$ cat config.mk
export PLATFORM = sky130hd
export DESIGN_NAME = dds_core_clock_control
export DESIGN_NICKNAME = d
export VERILOG_FILES = /design/src/logic/dds_pkg.sv /design/src/logic/dds_cos_lut.sv /design/src/logic/dds_core_clock_control.sv
export SDC_FILE = /design/constraint.sdc
export NUM_CORES = 1
export LEC_CHECK = 0
export ABC_AREA = 1
export BUFFER_PORTS_ARGS = -buffer_cell sky130_fd_sc_hd__buf_2
export CAP_MARGIN = 20
export CORE_MARGIN = 3
export CORE_UTILIZATION = 52
export CTS_CLUSTER_DIAMETER = 150
export DETAILED_ROUTE_END_ITERATION = 10
export PLACE_DENSITY = 0.68
export SYNTH_ARGS = -nofsm -noshare
export SYNTH_HDL_FRONTEND = slang
export SYNTH_SLANG_ARGS = --single-unit
$ cat constraint.sdc
create_clock -name clk_sys -period 3.4 [get_ports clk_sys]
set_input_delay 0.17 -clock clk_sys [delete_from_list [all_inputs] [get_ports clk_sys]]
set_output_delay 0.17 -clock clk_sys [all_outputs]
set_load 0.05 [all_outputs]
$ cat src/logic/dds_pkg.sv
/*
 * Shared constants for the synthesis core and its clock control: control word fields,
 * reset values, multiplier limits and the sync divider length.
 * Assumes one system clock domain and a synchronous active-high reset.
 */
// Operation
// - Reset returns all control state to defaults.
// - Keying direction pin sampled on sync clock.
// - Two profile pins pick one of four.
// - Profile change issues an internal register transfer.
// - Device drives a sync clock output pin.
// - Phase accumulator wraps at two to thirty-two.
// - Phase maps through cosine to DAC sample.
// - Zero tuning word holds phase; clear bit zeroes.
// - Active clear bit one, buffered copy zero.
// - Multiplier field bits 7..3, values 4..20 multiply.
// - Multiplier outside 4..20 bypasses, PLL powered down.
// - Oscillator mode pin enables crystal oscillator.
// - Word one bit 4 stops system clock.
// - Word two bit 9 enables oscillator output.
// - System clock reference times M, reference, or zero.
// - Sync clock runs at quarter system rate.
// - Update strobe rising edge loads active registers.
package dds_pkg;
    // Control word one fields.
    localparam int CW1_CLKIN_OFF_BIT  = 4;
    localparam int CW1_CLR_PHASE_BIT  = 10;
    // Control word two fields.
    localparam int CW2_MULT_LSB       = 3;
    localparam int CW2_MULT_MSB       = 7;
    localparam int CW2_XTAL_OUT_BIT   = 9;
    localparam logic [4:0] MULT_MIN   = 5'h04;
    localparam logic [4:0] MULT_MAX   = 5'h14;
    // Reset values: active word one starts with clear-phase set, buffer clear.
    localparam logic [31:0] CW1_ACTIVE_RST = 32'h0000_0400;
    localparam logic [31:0] CW1_BUF_RST    = 32'h0000_0000;
    localparam logic [23:0] CW2_RST        = 24'h00_0000;
    localparam logic [31:0] FTW_RST        = 32'h0000_0000;
    // Sync clock divider.
    localparam int SYNC_DIV = 4;
    localparam int SYNC_CNT_W = 2;
    // Register select codes on the software port.
    localparam logic [1:0] ADDR_CW1 = 2'h0;
    localparam logic [1:0] ADDR_CW2 = 2'h1;
    localparam logic [1:0] ADDR_FTW = 2'h2;
    localparam logic [1:0] ADDR_STAT = 2'h3;
    // Lookup size.
    localparam int LUT_AW = 8;
    localparam int DAC_W  = 14;
endpackage

$ cat src/logic/dds_cos_lut.sv
/*
 * Cosine lookup: maps the top phase bits to an offset-binary DAC sample, registered.
 * Assumes phase arrives on the same clock.
 */
`timescale 1ns/100ps
module dds_cos_lut
(
    input  wire logic                          clk_sys,
    input  wire logic                          sys_rst,
    input  wire logic [dds_pkg::LUT_AW-1:0]    phase,
    output logic      [dds_pkg::DAC_W-1:0]     sample
);
    typedef struct packed
    {
        logic [dds_pkg::DAC_W-1:0] sample;
    } lut_s;

    lut_s st_q;
    lut_s st_d;
    logic [dds_pkg::DAC_W-1:0] cos_rom [0:(1<<dds_pkg::LUT_AW)-1];

    // Table built at elaboration; a real cos() keeps the ROM honest without a file.
    initial
    begin
        for (int i = 0; i < (1 << dds_pkg::LUT_AW); i++)
        begin
            cos_rom[i] = dds_pkg::DAC_W'(int'(8191.5 + 8191.0 *
                $cos(2.0 * 3.14159265358979 * i / (1 << dds_pkg::LUT_AW))));
        end
    end

    // Next sample is the table entry for the present phase.
    always_comb
    begin
        st_d = st_q;
        st_d.sample = cos_rom[phase];
    end

    // Sample register.
    always_ff @(posedge clk_sys)
    begin
        if (sys_rst)
            st_q <= '0;
        else
            st_q <= st_d;
    end

    assign sample = st_q.sample;
endmodule

$ cat src/logic/dds_core_clock_control.sv
/*
 * Synthesis core with clock-mode control: phase accumulator, cosine output, buffered and
 * active control words, update strobe, profile pins, sync clock divider and clock mode.
 * Assumes all pins are asynchronous to clk_sys and the software port is synchronous.
 * Analog parts (PLL, oscillator) are represented by their enable and select outputs.
 */
// Local design decisions: strobed register access and the register addresses.
`timescale 1ns/100ps
module dds_core_clock_control
(
    input  wire logic                        clk_sys,
    input  wire logic                        sys_rst,
    input  wire logic [1:0]                  reg_addr,
    input  wire logic [31:0]                 reg_wdata,
    input  wire logic                        reg_wr,
    input  wire logic                        reg_rd,
    output logic      [31:0]                 reg_rdata,
    input  wire logic                        update_strobe,
    input  wire logic                        profile_select_low,
    input  wire logic                        profile_select_high,
    input  wire logic                        keying_direction_input,
    input  wire logic                        sync_in,
    input  wire logic                        oscillator_mode_pin,
    output logic                             sync_clk_out,
    output logic [dds_pkg::DAC_W-1:0]        dac_sample,
    output logic [1:0]                       profile_active,
    output logic                             keying_dir,
    output logic                             pll_enable,
    output logic [4:0]                       pll_multiplier,
    output logic                             oscillator_enable,
    output logic                             crystal_out_enable,
    output logic                             core_clock_enable
);
    typedef struct packed
    {
        logic [31:0] cw1_buf;
        logic [31:0] cw1_act;
        logic [23:0] cw2_buf;
        logic [23:0] cw2_act;
        logic [31:0] ftw_buf;
        logic [31:0] ftw_act;
        logic [31:0] phase;
        logic [dds_pkg::SYNC_CNT_W-1:0] div;
        logic [2:0]  ps_lo_sy;
        logic [2:0]  ps_hi_sy;
        logic [2:0]  upd_sy;
        logic [1:0]  osk_sy;
        logic [1:0]  osm_sy;
        logic [1:0]  sin_sy;
        logic [1:0]  profile;
        logic        keying;
        logic [31:0] rdata;
    } core_s;

    core_s st_q;
    core_s st_d;
    logic  [dds_pkg::DAC_W-1:0] lut_out;

    // Multiplier in range selects the PLL; out of range bypasses it.
    function automatic logic mult_in_range(input logic [4:0] m);
        mult_in_range = (m >= dds_pkg::MULT_MIN) && (m <= dds_pkg::MULT_MAX);
    endfunction

    logic       transfer;
    logic       prof_change;
    logic       upd_rise;
    logic       sync_edge;
    logic [4:0] mult;

    // Transfer conditions; synchroniser stage 0 is never looked at here.
    always_comb
    begin
        upd_rise    = st_q.upd_sy[1] && !st_q.upd_sy[2];
        prof_change = (st_q.ps_lo_sy[1] != st_q.ps_lo_sy[2]) ||
                      (st_q.ps_hi_sy[1] != st_q.ps_hi_sy[2]);
        transfer    = upd_rise || prof_change;
        sync_edge   = (st_q.div == dds_pkg::SYNC_CNT_W'(dds_pkg::SYNC_DIV / 2 - 1));
        mult        = st_q.cw2_act[dds_pkg::CW2_MULT_MSB:dds_pkg::CW2_MULT_LSB];
    end

    // Next-state logic for the whole block.
    always_comb
    begin
        st_d = st_q;
        // Pins pass two flip-flops before use; a third stage on the profile and update pins gives edge history.
        st_d.ps_lo_sy = {st_q.ps_lo_sy[1:0], profile_select_low};
        st_d.ps_hi_sy = {st_q.ps_hi_sy[1:0], profile_select_high};
        st_d.upd_sy   = {st_q.upd_sy[1:0], update_strobe};
        st_d.osk_sy   = {st_q.osk_sy[0], keying_direction_input};
        st_d.osm_sy   = {st_q.osm_sy[0], oscillator_mode_pin};
        st_d.sin_sy   = {st_q.sin_sy[0], sync_in};
        // Divide-by-four counter gives the sync clock.
        st_d.div = st_q.div + dds_pkg::SYNC_CNT_W'(1);
        // Keying direction and profile are taken on the sync clock rising phase.
        if (sync_edge)
        begin
            st_d.keying  = st_q.osk_sy[1];
            st_d.profile = {st_q.ps_hi_sy[1], st_q.ps_lo_sy[1]};
        end
        // Software writes land in the buffer only.
        if (reg_wr)
        begin
            if (reg_addr == dds_pkg::ADDR_CW1)
                st_d.cw1_buf = reg_wdata;
            else if (reg_addr == dds_pkg::ADDR_CW2)
                st_d.cw2_buf = reg_wdata[23:0];
            else if (reg_addr == dds_pkg::ADDR_FTW)
                st_d.ftw_buf = reg_wdata;
        end
        // Transfer copies buffer to active; a same-cycle write is not yet included.
        if (transfer)
        begin
            st_d.cw1_act = st_q.cw1_buf;
            st_d.cw2_act = st_q.cw2_buf;
            st_d.ftw_act = st_q.ftw_buf;
        end
        // Accumulator: clear wins, a zero word simply holds phase.
        if (st_q.cw1_act[dds_pkg::CW1_CLR_PHASE_BIT])
            st_d.phase = '0;
        else
            st_d.phase = st_q.phase + st_q.ftw_act;
        // Read data: buffered words, or live status.
        if (reg_rd)
        begin
            if (reg_addr == dds_pkg::ADDR_CW1)
                st_d.rdata = st_q.cw1_buf;
            else if (reg_addr == dds_pkg::ADDR_CW2)
                st_d.rdata = {8'h00, st_q.cw2_buf};
            else if (reg_addr == dds_pkg::ADDR_FTW)
                st_d.rdata = st_q.ftw_buf;
            else
                st_d.rdata = {24'h00_0000, 3'h0, st_q.keying, st_q.profile,
                              st_q.sin_sy[1], st_q.osm_sy[1]};
        end
        else
        begin
            st_d.rdata = '0;
        end
    end

    // Single state register with synchronous reset to defaults.
    always_ff @(posedge clk_sys)
    begin
        if (sys_rst)
        begin
            st_q         <= '0;
            st_q.cw1_act <= dds_pkg::CW1_ACTIVE_RST;
            st_q.cw1_buf <= dds_pkg::CW1_BUF_RST;
            st_q.cw2_act <= dds_pkg::CW2_RST;
            st_q.cw2_buf <= dds_pkg::CW2_RST;
            st_q.ftw_act <= dds_pkg::FTW_RST;
            st_q.ftw_buf <= dds_pkg::FTW_RST;
        end
        else
        begin
            st_q <= st_d;
        end
    end

    // Cosine stage uses the top phase bits; the 32-bit sum wraps naturally.
    dds_cos_lut u_lut
    (
        .clk_sys (clk_sys),
        .sys_rst (sys_rst),
        .phase   (st_q.phase[31 -: dds_pkg::LUT_AW]),
        .sample  (lut_out)
    );

    // Outputs; the analog clock path is steered by these selects.
    assign sync_clk_out       = st_q.div[dds_pkg::SYNC_CNT_W-1];
    assign dac_sample         = lut_out;
    assign reg_rdata          = st_q.rdata;
    assign profile_active     = st_q.profile;
    assign keying_dir         = st_q.keying;
    assign pll_enable         = mult_in_range(mult);
    assign pll_multiplier     = mult;
    assign oscillator_enable  = st_q.osm_sy[1];
    assign crystal_out_enable = st_q.osm_sy[1] &&
                                st_q.cw2_act[dds_pkg::CW2_XTAL_OUT_BIT];
    assign core_clock_enable  = !st_q.cw1_act[dds_pkg::CW1_CLKIN_OFF_BIT];

    // Clear bit held from reset keeps the phase at zero.
    clear_holds_a: assert property (@(posedge clk_sys) disable iff (sys_rst)
        st_q.cw1_act[dds_pkg::CW1_CLR_PHASE_BIT] |=> st_q.phase == 32'h0)
        else $error("Phase not held at zero while cleared.");

    // Phase advances by the tuning word when not cleared.
    phase_adds_a: assert property (@(posedge clk_sys) disable iff (sys_rst)
        !st_q.cw1_act[dds_pkg::CW1_CLR_PHASE_BIT] && !transfer
        |=> st_q.phase == $past(st_q.phase) + $past(st_q.ftw_act))
        else $error("Phase did not advance by the tuning word.");

    // Sync clock has period four.
    sync_period_a: assert property (@(posedge clk_sys) disable iff (sys_rst)
        $rose(sync_clk_out) |-> ##2 $fell(sync_clk_out) ##2 $rose(sync_clk_out))
        else $error("Sync clock not at quarter rate.");

    // Profile change loads active words.
    profile_load_a: assert property (@(posedge clk_sys) disable iff (sys_rst)
        prof_change |=> st_q.ftw_act == $past(st_q.ftw_buf))
        else $error("Profile change did not transfer.");

    // Update edge loads active words.
    update_load_a: assert property (@(posedge clk_sys) disable iff (sys_rst)
        upd_rise |=> st_q.cw1_act == $past(st_q.cw1_buf))
        else $error("Update edge did not transfer.");

    // Active words only change on a transfer.
    active_hold_a: assert property (@(posedge clk_sys) disable iff (sys_rst)
        !transfer |=> $stable(st_q.ftw_act))
        else $error("Active word changed without transfer.");

    // PLL enable follows the multiplier range.
    pll_range_a: assert property (@(posedge clk_sys) disable iff (sys_rst)
        pll_enable == (mult > 5'h03 && mult < 5'h15))
        else $error("PLL enable disagrees with multiplier.");

    // Crystal output needs both the mode pin and the enable bit.
    xtal_out_a: assert property (@(posedge clk_sys) disable iff (sys_rst)
        crystal_out_enable |-> oscillator_enable && st_q.cw2_act[9])
        else $error("Crystal output enabled wrongly.");

    // Clock input disable stops the core clock.
    clk_off_a: assert property (@(posedge clk_sys) disable iff (sys_rst)
        st_q.cw1_act[4] |-> !core_clock_enable)
        else $error("Core clock not stopped.");

    // With the disable bit clear the core clock runs, whatever the multiplier.
    clk_on_a: assert property (@(posedge clk_sys) disable iff (sys_rst)
        !st_q.cw1_act[4] |-> core_clock_enable)
        else $error("Core clock stopped without the disable bit.");

    // Keying direction moves only on the sync clock phase.
    keying_hold_a: assert property (@(posedge clk_sys) disable iff (sys_rst)
        !sync_edge |=> $stable(keying_dir))
        else $error("Keying direction moved off the sync phase.");

    // Profile moves only on the sync clock phase.
    profile_hold_a: assert property (@(posedge clk_sys) disable iff (sys_rst)
        !sync_edge |=> $stable(profile_active))
        else $error("Profile moved off the sync phase.");

    // On the sync phase the synchronised pins become the profile.
    profile_take_a: assert property (@(posedge clk_sys) disable iff (sys_rst)
        sync_edge |=> profile_active == $past({st_q.ps_hi_sy[1], st_q.ps_lo_sy[1]}))
        else $error("Profile not taken from the pins.");

    // A profile change copies word one as an update strobe would.
    profile_cw1_a: assert property (@(posedge clk_sys) disable iff (sys_rst)
        prof_change |=> st_q.cw1_act == $past(st_q.cw1_buf))
        else $error("Profile change did not transfer word one.");

    // Any transfer copies word two.
    transfer_cw2_a: assert property (@(posedge clk_sys) disable iff (sys_rst)
        transfer |=> st_q.cw2_act == $past(st_q.cw2_buf))
        else $error("Transfer did not copy word two.");

    // An update edge copies the tuning word.
    update_ftw_a: assert property (@(posedge clk_sys) disable iff (sys_rst)
        upd_rise |=> st_q.ftw_act == $past(st_q.ftw_buf))
        else $error("Update edge did not copy the tuning word.");

    // Active control words hold between transfers, so software cannot glitch them.
    cw1_hold_a: assert property (@(posedge clk_sys) disable iff (sys_rst)
        !transfer |=> $stable(st_q.cw1_act) && $stable(st_q.cw2_act))
        else $error("Active control word changed without transfer.");

    // Reset leaves the accumulator cleared until the first transfer.
    clear_reset_a: assert property (@(posedge clk_sys) disable iff (sys_rst)
        $fell(sys_rst) |-> st_q.cw1_act[10] && st_q.cw1_buf[10] == 1'b0)
        else $error("Clear-phase reset values wrong.");

    // The divider counts every cycle.
    div_step_a: assert property (@(posedge clk_sys) disable iff (sys_rst)
        1'b1 |=> st_q.div == $past(st_q.div) + 2'h1)
        else $error("Sync divider skipped a count.");

    // The sync clock rises when the divider leaves its middle count.
    sync_phase_a: assert property (@(posedge clk_sys) disable iff (sys_rst)
        $rose(sync_clk_out) |-> $past(st_q.div) == 2'h1)
        else $error("Sync clock rose on the wrong count.");

    // The multiplier output is the active field, bits 7 to 3.
    mult_field_a: assert property (@(posedge clk_sys) disable iff (sys_rst)
        pll_multiplier == st_q.cw2_act[7:3])
        else $error("Multiplier output not the active field.");

    // A stopped oscillator never drives its output buffer.
    xtal_off_a: assert property (@(posedge clk_sys) disable iff (sys_rst)
        !oscillator_enable |-> !crystal_out_enable)
        else $error("Crystal output on with oscillator off.");

    // Read data stand only in the cycle after a read strobe.
    rdata_idle_a: assert property (@(posedge clk_sys) disable iff (sys_rst)
        !reg_rd |=> reg_rdata == 32'h0)
        else $error("Read data present without a read.");

    // A read of word one returns its buffered copy.
    rdata_cw1_a: assert property (@(posedge clk_sys) disable iff (sys_rst)
        reg_rd && reg_addr == dds_pkg::ADDR_CW1 |=> reg_rdata == $past(st_q.cw1_buf))
        else $error("Word one read returned the wrong value.");

    // A tuning word write lands in the buffer on the next edge.
    ftw_write_a: assert property (@(posedge clk_sys) disable iff (sys_rst)
        reg_wr && reg_addr == dds_pkg::ADDR_FTW |=> st_q.ftw_buf == $past(reg_wdata))
        else $error("Tuning word write lost.");

    // The sync input stage follows the master's clock two edges late.
    sync_in_stage_a: assert property (@(posedge clk_sys) disable iff (sys_rst)
        1'b1 |=> st_q.sin_sy[1] == $past(st_q.sin_sy[0]))
        else $error("Sync input stage skipped.");
endmodule

==> impl_metrics.ini, run 1 <==
[timing]
period_needed_ns = 2.740
finalSetupViolCount = 0
finalClockSkew_ns = 0.02817
maxSlewViolCount = 0
rsz0062_at_grt = false
worst_slew_pin_slew_ns = 1.065
hold_viol_final = 0
fin_tns_setup_ns = 0
fin_crit_sh_pct = 80.59
max_freq_ghz = 0.3650
slew_headroom_pct = 29.03

[power]
swShare_pct = 31.06
seq_power_share_pct = 42.5
p_clk_share_pct = 39.2
comb_power_share_pct = 18.3
p_leak_nw = 7.461
power.density_mw_per_mm2 = 446.5
vdd_drop_max_uv = 551.1
internal_power_w = 0.004718
switchingPower_w = 0.002126

[floorplan]
num_rows = 58
fp.dieArea_mm2 = 0.02836
pin_count = 103
start_util_pct = 53.69
coreArea_mm2 = 0.02554
die_x_um = 168.4
die_h_um = 168.4

[route]
viasPerCell = 5.845
vias = 15204
wire_per_inst_um = 20.80
route.detailed.drc = 0
drt_iter0_markers = 2003
ant_nets = 0
first_pass_iters = 6
totalWireLength_um = 54100

[yosys]
synthTopCellsByArea = dfxtp_1 33%, nand2_1 16%, o21ai_0 8.1%
synth_xor_area_share_pct = 0.1916
synthSimpleGateAreaFrac_pct = 30.73
netlist_area_mm2 = 0.01372
yosysTopAreaCell = dfxtp_1
synth_top_family_by_area = simple AND/OR/NAND/NOR gates
ys_warn_count = 0
ys_seq_elements = 226
synthMuxAreaShare_pct = 0
synth_compound_area_share_pct = 18.89
synth.top_cell.area_share_pct = 32.99
netlist_instances = 2196
synth_nets = 2294
yosysUniqueCellTypes = 35
yosysSeqAreaShare_pct = 32.99
synthAdderAreaFrac_pct = 4.981
synth.avg_cell_area_um2 = 6.246

[finish]
syn2layout_area_growth_pct = 11.74
final_util_pct = 60.00
final_cell_area_mm2 = 0.01533
drive_gt1_share_pct = 9.203
final_common_cell = nand2_1
fin_cells = 2601
diodes = 0
mostFrequentLayoutCells = 588 x nand2_1, 247 x nor2_1, 225 x dfxtp_1, 223 x o21ai_0, 222 x inv_1
fillers = 2432
nNetsFinal = 2351

[grt]
track_usage_pct = 36.83
grt_pass1_wl_um = 82410
grt_max_degree = 133
grt_pass1_vias = 14287
overflow = 0
antenna_found_initial = 1

[place]
gp_congestion = 1.133
portBuffers = 102
placed_cell_area_mm2 = 0.01413
dp_cells = 2518
hpwl_um = 38700

[worst_hold_path]
hp-class = input pin to flip-flop

[worst_setup_path]
start_kind = flip-flop
critPathMaxStageDelay_ns = 0.74
critPathMaxFanout = 12
crit_slowest_cell = o21ai_0
arrival_ns = 3.20
crit_chain = inv_1 > ha_1 > inv_1 > o21ai_0 > nor2_1 > a21oi_1 > o21ai_0 > nand2_1 > nand2_1 > a21oi_1
crit_required_ns = 3.86
path_class = flip-flop to flip-flop
end_kind = flip-flop

[clock_network]
cts_max_level = 1
clk_path_buf_depth = 3
clkTransAtPathRegs_ns = 0.07
clock_tree.root_cell = clkbuf_16
cts_tree = built
post-cts-setup-buffer-count = 0
cts_buffers = 25
clock_latency_ns = 0.55
cts_num_sinks = 226

[run_status]
status = finished, final reports clean

[job]
maxCapViolCount = 0
cell type report:
type	count	area [um^2]	area share, %
multi-input cells	1592	7523	49.09
flip-flops and latches	226	4526	29.53
repair buffers	174	1171	7.641
inverters	234	878.3	5.731
clock buffers	37	720.7	4.702
well taps	330	412.9	2.694
clock inverters	8	93.84	0.6123
repair_timing:
item                      CTS  global route
hold buffers               38             0
hold endpoints to repair   93             0
gates resized for setup     0             0
cell usage after synthesis:
master	instances
o21a_1	4
buf_6	4
nand4_1	10
xor2_1	2
clkinv_1	2
o22ai_1	4
buf_4	49
nand3_1	157
inv_2	9
o21ai_1	13
a21oi_1	219
or2_2	1
a31oi_1	2
nor2_1	247
fa_1	1
o21ai_2	1
dfxtp_1	226
o221ai_1	16
o21ai_0	223
and2_1	4
xnor2_1	1
inv_1	223
nand2_1	589
o211ai_1	4
nand3b_1	3
ha_1	53
nand2_2	11
nor2_4	1
clkbuf_1	53
a21o_1	2
nor3_1	9
buf_2	34
o21bai_1	7
nor2_2	8
buf_1	4
worst max-delay path: cells and delay by family, from the launching register on:
kind                     cells  cell delay, ns
flip-flops                   1            0.34
AND/OR/NAND/NOR              3            0.23
adder cells (fa/ha/maj)      1            0.41
AO/OA/AOI/OAI                4            1.32
buffers and inverters        2            0.33
state kept, by name (all words and copies together), names as in the netlist:
name / flops
profile_active: 2
pll_multiplier: 5
u_lut.sample: 14
reg_rdata: 32
keying_dir: 1
oscillator_enable: 1
st_q: 161
sync_clk_out: 1
st_d: 9
logic make-up after synthesis:
| kind of cell | Yosys count |
|---|---|
| AOI/OAI and AO/OA | 495 |
| DFF | 226 |
| buffers and inverters | 378 |
| adders and majority gates | 54 |
| xor gates and xnor gates | 3 |
| and+or+nand+nor | 1040 |
through the flow:
| step | setup slack (ns) | total power (W) | hold WS, ns |
|---|---|---|---|
| after CTS | 0.8357 | 0.006823 | 0.05497 |
| after global placement | 0.8540 | 0.004132 | 0.3692 |
| after global routing | 0.5358 | 0.007083 | 0.07456 |
| after floorplan | 1.245 | 0.003764 | 0.2770 |
| final | 0.6601 | 0.006844 | 0.06571 |
| after detailed placement | 0.8702 | 0.004138 | 0.3783 |
power groups by stage:
stage	combinational, W	sequential [W]	clock, W
after global placement	0.00117	0.00296	0
after CTS	0.00122	0.00291	0.00270
after floorplan	0.000773	0.00299	0
final	0.00125	0.00291	0.00268
after global routing	0.00136	0.00292	0.00281
after detailed placement	0.00117	0.00296	0
final timing paths:
check	from	endpoint	slack (ns)	cells past startpoint
setup / recovery	st_q[77]	u_lut.sample[6]	0.66	10
hold / removal	reg_addr[1]	reg_rdata[31]	0.07	3
setup reg to reg	st_q[77]	u_lut.sample[6]	0.66	10
hold reg to reg	st_d[42]	st_d[43]	0.41	2
metal layers:
layer  up-vias  global-route usage [%]  wire, um
met2       947                   57.78     23850
li1       7153                       -         -
met1      6890                   48.46     21480
met3       212                   7.279      5539
met5         -                       0        12
met4         2                   18.39      3214
(Power assumes the default switching activity.)
==> run 2: changes to the inputs <==
--- a/config.mk
+++ b/config.mk
@@ -12,7 +12,7 @@
 export CORE_UTILIZATION = 52
 export CTS_CLUSTER_DIAMETER = 150
 export DETAILED_ROUTE_END_ITERATION = 10
-export PLACE_DENSITY = 0.68
+export PLACE_DENSITY = 0.71
 export SYNTH_ARGS = -nofsm -noshare
 export SYNTH_HDL_FRONTEND = slang
 export SYNTH_SLANG_ARGS = --single-unit
==> constraint.sdc (replaced) <==
create_clock -name clk_sys -period 2.25 [get_ports clk_sys]
set_input_delay 0.1125 -clock clk_sys [delete_from_list [all_inputs] [get_ports clk_sys]]
set_output_delay 0.1125 -clock clk_sys [all_outputs]
set_load 0.05 [all_outputs]
==> impl_metrics.ini, run 2 (synthesis results as in run 1) <==
[worst_setup_path]
path_class = flip-flop to flip-flop
arrival_ns = 2.58
end_kind = flip-flop
start_kind = flip-flop
critPathMaxFanout = 4
crit_required_ns = 2.65

[finish]
fillers = 2240
drive_gt1_share_pct = 12.29
top_register = st_q
nNetsFinal = 2415
diodes = 0
mostFrequentLayoutCells = 584 x nand2_1, 243 x nor2_1, 225 x dfxtp_1, 222 x inv_1, 221 x o21ai_0
final_common_cell = nand2_1
largest_register_ffs = 161
syn2layout_area_growth_pct = 16.79

[grt]
grt_max_degree = 133
antenna_found_initial = 0
grt_pass1_vias = 14857
overflow = 0
grt_pass1_wl_um = 86390
track_usage_pct = 38.71

[route]
first_pass_iters = 9
vias = 16032
totalWireLength_um = 57500
wire_per_inst_um = 21.58
route.detailed.drc = 1
viasPerCell = 6.016
ant_nets = 0
drt_iter0_markers = 2235

[clock_network]
clock_tree.root_cell = clkbuf_16
cts_max_level = 1
cts_tree = built
cts_buffers = 24
cts_num_sinks = 226
clock_latency_ns = 0.54
clk_path_buf_depth = 3
clkTransAtPathRegs_ns = 0.08

[timing]
setup_slack_ns = 0.06557
maxSlewViolCount = 0
finalClockSkew_ns = 0.03224
fin_tns_setup_ns = 0
finalSetupViolCount = 0
fin_crit_sh_pct = 97.09
period_needed_ns = 2.184
hold_slack_ns = 0.03367
hold_viol_final = 0
worst_slew_pin_slew_ns = 1.081
max_freq_ghz = 0.4578
slew_headroom_pct = 27.91

[floorplan]
coreArea_mm2 = 0.02554
pin_count = 103
fp.dieArea_mm2 = 0.02836
start_util_pct = 53.69
num_rows = 58
die_x_um = 168.4
die_h_um = 168.4

[place]
hpwl_um = 40510
portBuffers = 102
gp_congestion = 1.078
dp_slack_ns = 0.09719

[worst_hold_path]
hp-class = input pin to flip-flop

[power]
vdd_drop_max_uv = 1036
p_leak_nw = 7.864
power.density_mw_per_mm2 = 669.5

[job]
maxCapViolCount = 0

[run_status]
status = complete, but fails checks
violations = design-rule violations
-- run 2: final timing paths --
kind	start	to	slack, ns	cells past startpoint
hold / removal	reg_addr[1]	reg_rdata[31]	0.03	3
hold reg to reg	st_d[45]	st_d[46]	0.41	2
setup reg to reg	st_q[76]	u_lut.sample[7]	0.07	12
setup / recovery	st_q[76]	u_lut.sample[7]	0.07	12
-- run 2: final cells by class --
type                    instances  area (um^2)  share of cell area [%]
inverters                     234        878.3                   5.484
clock inverters                12        160.2                  0.9998
multi-input cells            1592         7557                   47.18
flip-flops and latches        226         4526                   28.25
well taps                     330        412.9                   2.578
repair buffers                239         1782                   11.12
clock buffers                  32        701.9                   4.382
-- run 2: per-stage QoR --
stage	util [%]	std cells	power, W	area [um^2]
after floorplan	-	2196	0.005688	13720
after global placement	57.61	2581	0.006294	14720
after detailed placement	57.61	2581	0.006316	14720
after CTS	62.51	2664	0.01063	15970
after global routing	62.71	2665	0.01103	16020
final	62.71	2665	0.01072	16020
-- run 2: layer usage --
layer | part of all wire [%] | vias to the layer above | global-route usage [%]
met2 | 42 | 1154 | 57.20
met4 | 3.5 | 0 | 11.06
met1 | 41 | 7385 | 55.06
met5 | 0 | - | 0
li1 | - | 7295 | -
met3 | 13 | 198 | 11.20
-- run 2: repair_timing --
action / CTS / global route
hold endpoints to repair: 93 / 0
endpoints found under the setup margin: 0 / 11
resized for setup: 0 / 13
hold buffers: 39 / 0
setup buffers: 0 / 0
-- run 2: power by group --
part           switching [W]  total (W)  internal, W
clock network        0.00175    0.00432      0.00257
logic                0.00140    0.00201     0.000612
registers           0.000154    0.00439      0.00424
total                0.00331     0.0107      0.00742
-- run 2: worst max-delay path: stages, from the launching register on --
cell	delay (ns)
dfxtp_1	0.33
inv_1	0.05
ha_1	0.36
inv_1	0.19
nand2_2	0.12
nand2_1	0.23
nand2_2	0.17
nand2_1	0.13
nand4_1	0.09
nand3_1	0.09
nand3_1	0.09
nand2_1	0.13
nor2_1	0.05
